===== config.mk =====
export PLATFORM = sky130hd
export DESIGN_NAME = dac_port_host
export DESIGN_NICKNAME = d
export VERILOG_FILES = /design/src/dac_port_pkg.sv /design/src/phase_timer.sv /design/src/dac_port_host.sv
export SDC_FILE = /design/constraint.sdc
export NUM_CORES = 1
export LEC_CHECK = 0
export BUFFER_PORTS_ARGS = -buffer_cell sky130_fd_sc_hd__buf_4
export CORE_MARGIN = 2
export CORE_UTILIZATION = 49
export DETAILED_ROUTE_END_ITERATION = 8
export PLACE_DENSITY = 0.86
export SYNTH_ARGS = -nofsm -noshare
export SYNTH_HDL_FRONTEND = slang
export SYNTH_SLANG_ARGS = --single-unit

===== constraint.sdc =====
create_clock -name clock -period 2.5 [get_ports clock]
set_input_delay 0.25 -clock clock [delete_from_list [all_inputs] [get_ports clock]]
set_output_delay 0.25 -clock clock [all_outputs]
set_load 0.01 [all_outputs]

===== src/dac_port_pkg.sv =====
// package: pin timing constants, command and pin bundles for the dac latch port host
package dac_port_pkg;
	localparam int CLOCK_PERIOD_NS = 5;
	localparam int STROBE_LOW_TIME_NS = 40;
	localparam int STROBE_HIGH_TIME_NS = 40;
	localparam int DATA_SETUP_TIME_NS = 20;
	localparam int DATA_HOLD_TIME_NS = 10;
	localparam int READ_ENABLE_DELAY_NS = 100;
	localparam int ADDR_DATA_DELAY_NS = 100;
	localparam int STROBE_LOW_CYC =
		(STROBE_LOW_TIME_NS + CLOCK_PERIOD_NS - 1) / CLOCK_PERIOD_NS;
	localparam int STROBE_HIGH_CYC =
		(STROBE_HIGH_TIME_NS + CLOCK_PERIOD_NS - 1) / CLOCK_PERIOD_NS;
	localparam int DATA_HOLD_CYC =
		(DATA_HOLD_TIME_NS + CLOCK_PERIOD_NS - 1) / CLOCK_PERIOD_NS;
	localparam int READ_WAIT_CYC =
		(READ_ENABLE_DELAY_NS + ADDR_DATA_DELAY_NS + CLOCK_PERIOD_NS - 1) / CLOCK_PERIOD_NS;
	localparam int CLEAR_CYC = STROBE_LOW_CYC;
	localparam int CHANNEL_COUNT = 16;
	localparam int DATA_WIDTH = 8;
	localparam int ADDR_WIDTH = 4;
	localparam int COUNT_WIDTH = 8;

	typedef enum logic [2:0] {
		CMD_WRITE = 3'h0,
		CMD_LOAD = 3'h1,
		CMD_WRITE_LOAD = 3'h2,
		CMD_READ = 3'h3,
		CMD_CLEAR = 3'h4
	} cmd_op_t;

	typedef struct packed {
		cmd_op_t op;
		logic [ADDR_WIDTH-1:0] channel;
		logic [DATA_WIDTH-1:0] data;
	} cmd_t;

	// pin bundle driven toward the device, all strobes active low
	typedef struct packed {
		logic [ADDR_WIDTH-1:0] channel_select;
		logic chip_select_n;
		logic read_write;
		logic enable_n;
		logic transfer_strobe_n;
		logic clear_n;
	} ctrl_pins_t;
endpackage : dac_port_pkg


===== src/phase_timer.sv =====
// down counter that times one pin phase
`timescale 1ns/1ps
module phase_timer #(
	parameter int WIDTH = 8
) (
	// clock and reset
	input wire logic clock,
	input wire logic sys_rst,
	// load and status
	input wire logic load,
	input wire logic [WIDTH-1:0] count,
	output logic done
);
	logic [WIDTH-1:0] remain_reg;

	assign done = (remain_reg == '0);

	always_ff @(posedge clock) begin
		if (sys_rst)
			remain_reg <= '0;
		else if (load)
			remain_reg <= count;
		else if (!done)
			remain_reg <= remain_reg - WIDTH'(1);
	end
endmodule : phase_timer


===== src/dac_port_host.sv =====
// host controller driving the sixteen channel dac latch port pins
// Operation
// - the host keeps read/write and select low and pulses enable, address changing as enable falls.
// - each enable low plus high phase spans at least 80 ns.
// - each channel is written in its own enable cycle, sixteen for all channels.
// - the host holds select high during a load transfer so no input latch is overwritten.
// - a single channel may be written and then loaded alone.
// - readback sets read/write high, select low, enable and load high, data after the delay.
`timescale 1ns/1ps
module dac_port_host
	import dac_port_pkg::*;
(
	// clock and reset
	input wire logic clock,
	input wire logic sys_rst,
	// command port
	input wire logic cmd_valid,
	input dac_port_pkg::cmd_t cmd,
	output logic cmd_ready,
	output logic rd_valid,
	output logic [dac_port_pkg::DATA_WIDTH-1:0] rd_data,
	// device pins
	output dac_port_pkg::ctrl_pins_t pins,
	output logic [dac_port_pkg::DATA_WIDTH-1:0] data_lines_out,
	output logic data_lines_oe,
	input wire logic [dac_port_pkg::DATA_WIDTH-1:0] data_lines_in
);
	import dac_port_pkg::*;

	typedef enum logic [2:0] {
		ST_IDLE = 3'h0,
		ST_LOW = 3'h1,
		ST_HIGH = 3'h3,
		ST_LOAD = 3'h2,
		ST_READ = 3'h6,
		ST_CLEAR = 3'h7,
		ST_REST = 3'h5
	} state_t;

	state_t state_reg, state_next;
	cmd_t cur_reg;
	ctrl_pins_t pins_next;
	logic [DATA_WIDTH-1:0] din_meta_reg, din_sync_reg;
	logic [DATA_WIDTH-1:0] drive_next;
	logic oe_next, rd_valid_next;
	logic timer_load, timer_done;
	logic [COUNT_WIDTH-1:0] timer_count;
	logic take;

	// ----------------------------------------------------------------
	// phase timing
	// ----------------------------------------------------------------
	phase_timer #(.WIDTH(COUNT_WIDTH)) phase_timer_inst (
		.clock(clock),
		.sys_rst(sys_rst),
		.load(timer_load),
		.count(timer_count),
		.done(timer_done)
	);

	assign take = cmd_valid && cmd_ready;
	assign timer_load = (state_reg != state_next);

	// ----------------------------------------------------------------
	// next state and pin levels
	// ----------------------------------------------------------------
	always_comb begin
		state_next = state_reg;
		timer_count = COUNT_WIDTH'(STROBE_LOW_CYC - 1);
		case (state_reg)
			ST_IDLE: begin
				if (take) begin
					case (cmd.op)
						CMD_LOAD: state_next = ST_LOAD;
						CMD_READ: state_next = ST_READ;
						CMD_CLEAR: state_next = ST_CLEAR;
						default: state_next = ST_LOW;
					endcase
				end
			end
			ST_LOW: begin
				if (timer_done)
					state_next = ST_HIGH;
				timer_count = COUNT_WIDTH'(STROBE_HIGH_CYC - 1);
			end
			ST_HIGH: begin
				if (timer_done)
					state_next = (cur_reg.op == CMD_WRITE_LOAD) ? ST_LOAD : ST_IDLE;
				timer_count = COUNT_WIDTH'(STROBE_LOW_CYC - 1);
			end
			ST_LOAD: begin
				if (timer_done)
					state_next = ST_REST;
				timer_count = COUNT_WIDTH'(STROBE_HIGH_CYC - 1);
			end
			ST_READ: begin
				if (timer_done)
					state_next = ST_REST;
				timer_count = COUNT_WIDTH'(STROBE_HIGH_CYC - 1);
			end
			ST_CLEAR: begin
				if (timer_done)
					state_next = ST_REST;
				timer_count = COUNT_WIDTH'(STROBE_HIGH_CYC - 1);
			end
			ST_REST: begin
				if (timer_done)
					state_next = ST_IDLE;
			end
			default: state_next = ST_IDLE;
		endcase
		if (state_next == ST_READ)
			timer_count = COUNT_WIDTH'(READ_WAIT_CYC + 1);
		else if (state_next == ST_LOW)
			timer_count = COUNT_WIDTH'(STROBE_LOW_CYC - 1);
		else if (state_next == ST_LOAD || state_next == ST_CLEAR)
			timer_count = COUNT_WIDTH'(CLEAR_CYC - 1);
	end

	cmd_t nxt_cmd;
	assign nxt_cmd = take ? cmd : cur_reg;

	always_comb begin
		pins_next.channel_select = nxt_cmd.channel;
		pins_next.chip_select_n = 1'b1;
		pins_next.read_write = 1'b0;
		pins_next.enable_n = 1'b1;
		pins_next.transfer_strobe_n = 1'b1;
		pins_next.clear_n = 1'b1;
		drive_next = nxt_cmd.data;
		oe_next = 1'b1;
		case (state_next)
			ST_LOW: begin
				pins_next.chip_select_n = 1'b0;
				pins_next.enable_n = 1'b0;
			end
			ST_HIGH: begin
				pins_next.chip_select_n = 1'b0;
			end
			ST_LOAD: begin
				pins_next.enable_n = 1'b0;
				pins_next.transfer_strobe_n = 1'b0;
			end
			ST_READ: begin
				pins_next.chip_select_n = 1'b0;
				pins_next.read_write = 1'b1;
				oe_next = 1'b0;
			end
			ST_CLEAR: begin
				pins_next.clear_n = 1'b0;
			end
			ST_REST: begin
				oe_next = (state_reg != ST_READ);
				pins_next.read_write = (state_reg == ST_READ);
			end
			default: begin
				oe_next = 1'b1;
			end
		endcase
	end

	assign rd_valid_next = (state_reg == ST_READ) && timer_done;

	// ----------------------------------------------------------------
	// registers
	// ----------------------------------------------------------------
	always_ff @(posedge clock) begin
		if (sys_rst) begin
			din_meta_reg <= '0;
			din_sync_reg <= '0;
		end else begin
			din_meta_reg <= data_lines_in;
			din_sync_reg <= din_meta_reg;
		end
	end

	always_ff @(posedge clock) begin
		if (sys_rst) begin
			state_reg <= ST_IDLE;
			cur_reg <= '0;
			cmd_ready <= 1'b0;
			rd_valid <= 1'b0;
			rd_data <= '0;
			pins <= '{channel_select: '0, chip_select_n: 1'b1, read_write: 1'b0,
				enable_n: 1'b1, transfer_strobe_n: 1'b1, clear_n: 1'b1};
			data_lines_out <= '0;
			data_lines_oe <= 1'b0;
		end else begin
			state_reg <= state_next;
			if (take)
				cur_reg <= cmd;
			cmd_ready <= (state_next == ST_IDLE) && !take;
			rd_valid <= rd_valid_next;
			if (rd_valid_next)
				rd_data <= din_sync_reg;
			pins <= pins_next;
			data_lines_out <= drive_next;
			data_lines_oe <= oe_next;
		end
	end
endmodule : dac_port_host


==> impl.org <==
** Worst hold path
- Min-Delay Path Class :: input pin to register
- The path with the worst hold slack has its endpoint at din_meta_reg[1]$_SDFF_PP0_.
- The worst hold path begins at data_lines_in[1].
- Hold Path Depth :: 2

** STA
- Max frequency :: 467.9 MHz
- Actual slew at the worst max-slew pin :: about 0.62 ns
- Final setup TNS :: 0 ns
- Setup violations remaining at the end of the flow were counted as 0.
- The hold violation total from the final report was 0.
- Tcrit/Tclk final :: 85.49%
- Max Transition Viols Final :: 0
- Setup repair after global routing left no endpoint under its margin.
- Clock period minus worst slack :: 2.137 ns
- Max-Slew Margin vs Limit :: 58.37%
- For the final database, setup skew stands at 0.005225 ns.

** Cells and area
- Cells with a size suffix above 1 make up between 20% and 30% of the layout.
- Most common library cell in the layout ignoring fill and taps :: dfxtp_1
- Flip-flop count of the largest register after layout :: 15
- The repair_antennas step left the layout with diodes totalling 0.
- Commonest non-fill, non-tap cells in the layout :: dfxtp_1 (58), buf_4 (56), nand2_1 (49)
- The filler cells instantiated in the layout total approximately 380.
- In the final design database the tool counted around 330 nets.
- Compared with the post-synthesis result, the final layout area differs by 22.20%.
- The count of cells in the finished layout, fillers not included, comes to between 300 and 400.

** Route
- Number of vias per cell after detailed routing :: a little under 5
- The detail route stage leaves a number of antenna-violating nets equal to 0.
- Initial DRC Count :: 75
- Highest Signal Layer :: met4
- Via count :: 1756
- After detailed routing, the number of remaining DRC violations is 0.
- Summed over all nets, wire length on met3 after detailed routing comes to 304 µm.
- Pre-Repair DR Iteration Count :: 5
- For this block, wires on met1 add up to 1.888 mm.
- Wire length per cell :: 11.78 µm
- Met2 layer wire length in the routed design :: ~1.9 mm
- Wires add up to between 4 and 5 mm.

** Run
- Number of max-cap violations :: 0

** Floorplanning
- Once the floorplan was initialized, standard cells occupied around half of the core.
- Die ar. :: 5282 µm²
- Top-Level Pins :: 54
- Width of the die :: 72.68 µm
- After floorplanning, the core was divided into 24 placement rows.
- In this run the vertical extent of the chip is about 73 µm.
- Core area :: roughly 4400 µm²

** Setup path
- Required @ worst endpoint :: 2.73 ns
- Reg2Reg Capture Point :: phase_timer_inst.remain_reg[5]$_SDFFE_PP0P_
- Worst setup EP type :: register
- Counting cells, the worst reg-to-reg path comes to 7.
- Along the worst path, the maximum fanout reaches 7.
- Data arrives at the worst endpoint at between 2 and 2.5 ns.
- In this run the critical register-to-register path is launched from phase_timer_inst.remain_reg[0]$_SDFFE_PP0P_.
- Crit path launch type :: register
- Worst-case register-to-register setup slack :: 0.36 ns
- Critical Setup Path Class :: register to register

** Clock network
- TritonCTS built the clock tree.
- The H-tree was split into 3 levels.
- Buffers inserted by post-CTS timing repair :: 0
- At the later pin of the worst-skew pair, clock insertion delay measures 0.33 ns.
- Clock-pin slew was measured on the worst setup and hold paths at 0.07 ns.
- Post-cts hold buffer count :: 0
- Quantity of gates resized following cts :: 0
- Clock tree synthesis found a total of 58 sinks.
- Cts bufs inserted :: 9
- Root Buffer :: clkbuf_8
- The clock passes through at most 2 buffers.

** Power and ir drop
- Power per unit of standard cell area :: a little over 1000 nW/µm²
- Summed over all cells, the static leakage comes to between 1 and 1.5 nW.
- Of the total power, the share spent switching nets is 34.96%.
- Summed over all nets, the switching power comes to 1.016 mW.
- Internal Pwr Total :: approximately 1.9 mW
- Logic pwr share :: 33.6%
- Sequential cells burn about two fifths of the power.
- The worst-case IR drop observed on VDD is 0.5835 mV.
- Relative contribution of the clock network to total power :: 25.6%

** Global routing
- Leftover overflow at the end of global routing :: 0
- The initial antenna violation count is 0.
- Global-route wire length before repair :: 6.865 mm
- Total routing usage reported by global routing :: 17.42%
- Number of global-route vias before repair :: around 1600
- Entering global routing, the biggest net connects 59 pins.

** Synth
- Sequential area share after synthesis :: 50.24%
- The netlist uses 41 different library cells.
- Synthesis produced 256 cells.
- Portion of synthesized cell area occupied by the leading cell type :: around 50%
- Share of flip-flops with an asynchronous set or reset after synthesis :: 0%
- Summing the areas of all xor and xnor instances in the mapped netlist gives 1.895% of the synthesized area.
- Number of enable-type register cells in the synthesized netlist :: 0
- Summing the areas of all compound-gate instances in the mapped netlist gives approximately an eighth of the synthesized area.
- Most used DFF post-synth :: dfxtp_1
- The synthesized netlist devotes 1.083% of its cell area to adder and majority cells.
- Post-Synthesis Mean Instance Area :: 9.027 µm²
- Summing the areas of all and, or, nand and nor instances in the mapped netlist gives 26.64% of the synthesized area.
- After synthesis, the largest family of logic cells by area is simple AND/OR/NAND/NOR gates.
- Synth Warn # :: 0
- Register bit total from synthesis :: 58
- In the post-synthesis netlist, the biggest area contributors are dfxtp_1 (50%), nand2_1 (8.0%), a21oi_1 (6.3%).
- Post-synth net total :: 284
- Multiplexer cells account for 0.4331% of the synthesized area.
- The synthesized design spends more area on one cell type than any other, namely dfxtp_1.
- The cell area that synthesis handed to floorplanning was 2311 µm².

** Placement
- Routability congestion estimate from global placement :: 0.7884
- HPWL after detailed placement :: 2.812 mm
- In this run the tool buffered the top-level ports with 53 buffer cells.
- Post-placement cell count :: 338

** Status
- The flow ran to the end, and the final reports show no timing, DRC or antenna violations.
==> power groups by stage <==
stage                     clock network (mW)  registers [mW]  logic, mW
final                                  0.745            1.19      0.976
after detailed placement                   0            1.20      0.967
after floorplan                            0            1.19      0.767
after global placement                     0            1.20      0.941
after CTS                              0.769            1.19      0.977
after global routing                   0.818            1.21       1.08
==> through the flow <==
step | setup slack (ns) | util [%] | hold WS [ns] | area [µm²] | power [mW]
6_report | 0.3629 | 63.54 | 0.1223 | 2824 | 2.908
3_5_place_dp | 0.3836 | 59.49 | 0.4212 | 2644 | 2.169
2_1_floorplan | 0.6821 | - | 0.3782 | 2311 | 1.954
4_1_cts | 0.3727 | 63.54 | 0.1113 | 2824 | 2.931
5_1_grt | 0.1680 | 63.54 | 0.1193 | 2824 | 3.103
3_3_place_gp | 0.4918 | 59.49 | 0.4178 | 2644 | 2.141
==> logic make-up (layout without fill, tap and decap cells) <==
group | after synthesis | count (layout)
simple gates | 118 | 118
flops | 58 | 58
compound gates | 42 | 42
buf+inv | 30 | 76
xor+xnor | 5 | 5
fa+ha+maj | 2 | 2
mux | 1 | 1
==> Yosys cell counts, types with 2 or more instances <==
master / count
nand2b_1: 2
clkbuf_1: 10
buf_4: 12
nand3_1: 11
dfxtp_1: 58
nand2_1: 49
inv_1: 4
or3_1: 2
o32ai_1: 3
a21oi_1: 29
or2_1: 2
nor2b_1: 20
nor3b_1: 2
ha_1: 2
buf_2: 2
and2_1: 2
nor3_1: 8
xnor2_1: 4
nor2_1: 11
nand3b_1: 2
==> cell type report <==
class	instances	area [µm²]	share of cell area, %
sequential	58	1161	41.12
multi-input combinational	168	982.2	34.78
timing repair buffer	56	420.4	14.89
clock buffer	10	137.6	4.874
tap	52	65.06	2.304
clock inverter	6	42.54	1.506
inverter	4	15.01	0.5317
==> metal layers <==
metal	vias to the layer above	GRT usage, %
met5	-	0
met4	0	10.70
met3	8	7.182
met2	60	26.57
met1	758	20.35
li1	930	-
==> worst max path at each step <==
stage,start,to,slack [ns],cells after the start
after floorplan,phase_timer_inst.remain_reg[0]$_SDFFE_PP0P_,pins[4]$_SDFF_PP1_,0.68,8
after CTS,phase_timer_inst.remain_reg[0]$_SDFFE_PP0P_,phase_timer_inst.remain_reg[3]$_SDFFE_PP0P_,0.37,7
final,phase_timer_inst.remain_reg[0]$_SDFFE_PP0P_,phase_timer_inst.remain_reg[5]$_SDFFE_PP0P_,0.36,7
after detailed placement,phase_timer_inst.remain_reg[0]$_SDFFE_PP0P_,rd_data[6]$_SDFFE_PP0P_,0.38,8
after global placement,phase_timer_inst.remain_reg[0]$_SDFFE_PP0P_,phase_timer_inst.remain_reg[5]$_SDFFE_PP0P_,0.49,7
after global routing,phase_timer_inst.remain_reg[0]$_SDFFE_PP0P_,phase_timer_inst.remain_reg[5]$_SDFFE_PP0P_,0.17,7
==> worst max-delay path, stage by stage, from the launching register on <==
cell     delay (ns)
dfxtp_1        0.34
inv_1          0.10
ha_1           0.18
nor3b_2        0.36
and2_1         0.37
a22oi_4        0.13
or2_1          0.28
o32ai_1        0.28
Power figures use the tool's default switching activity.
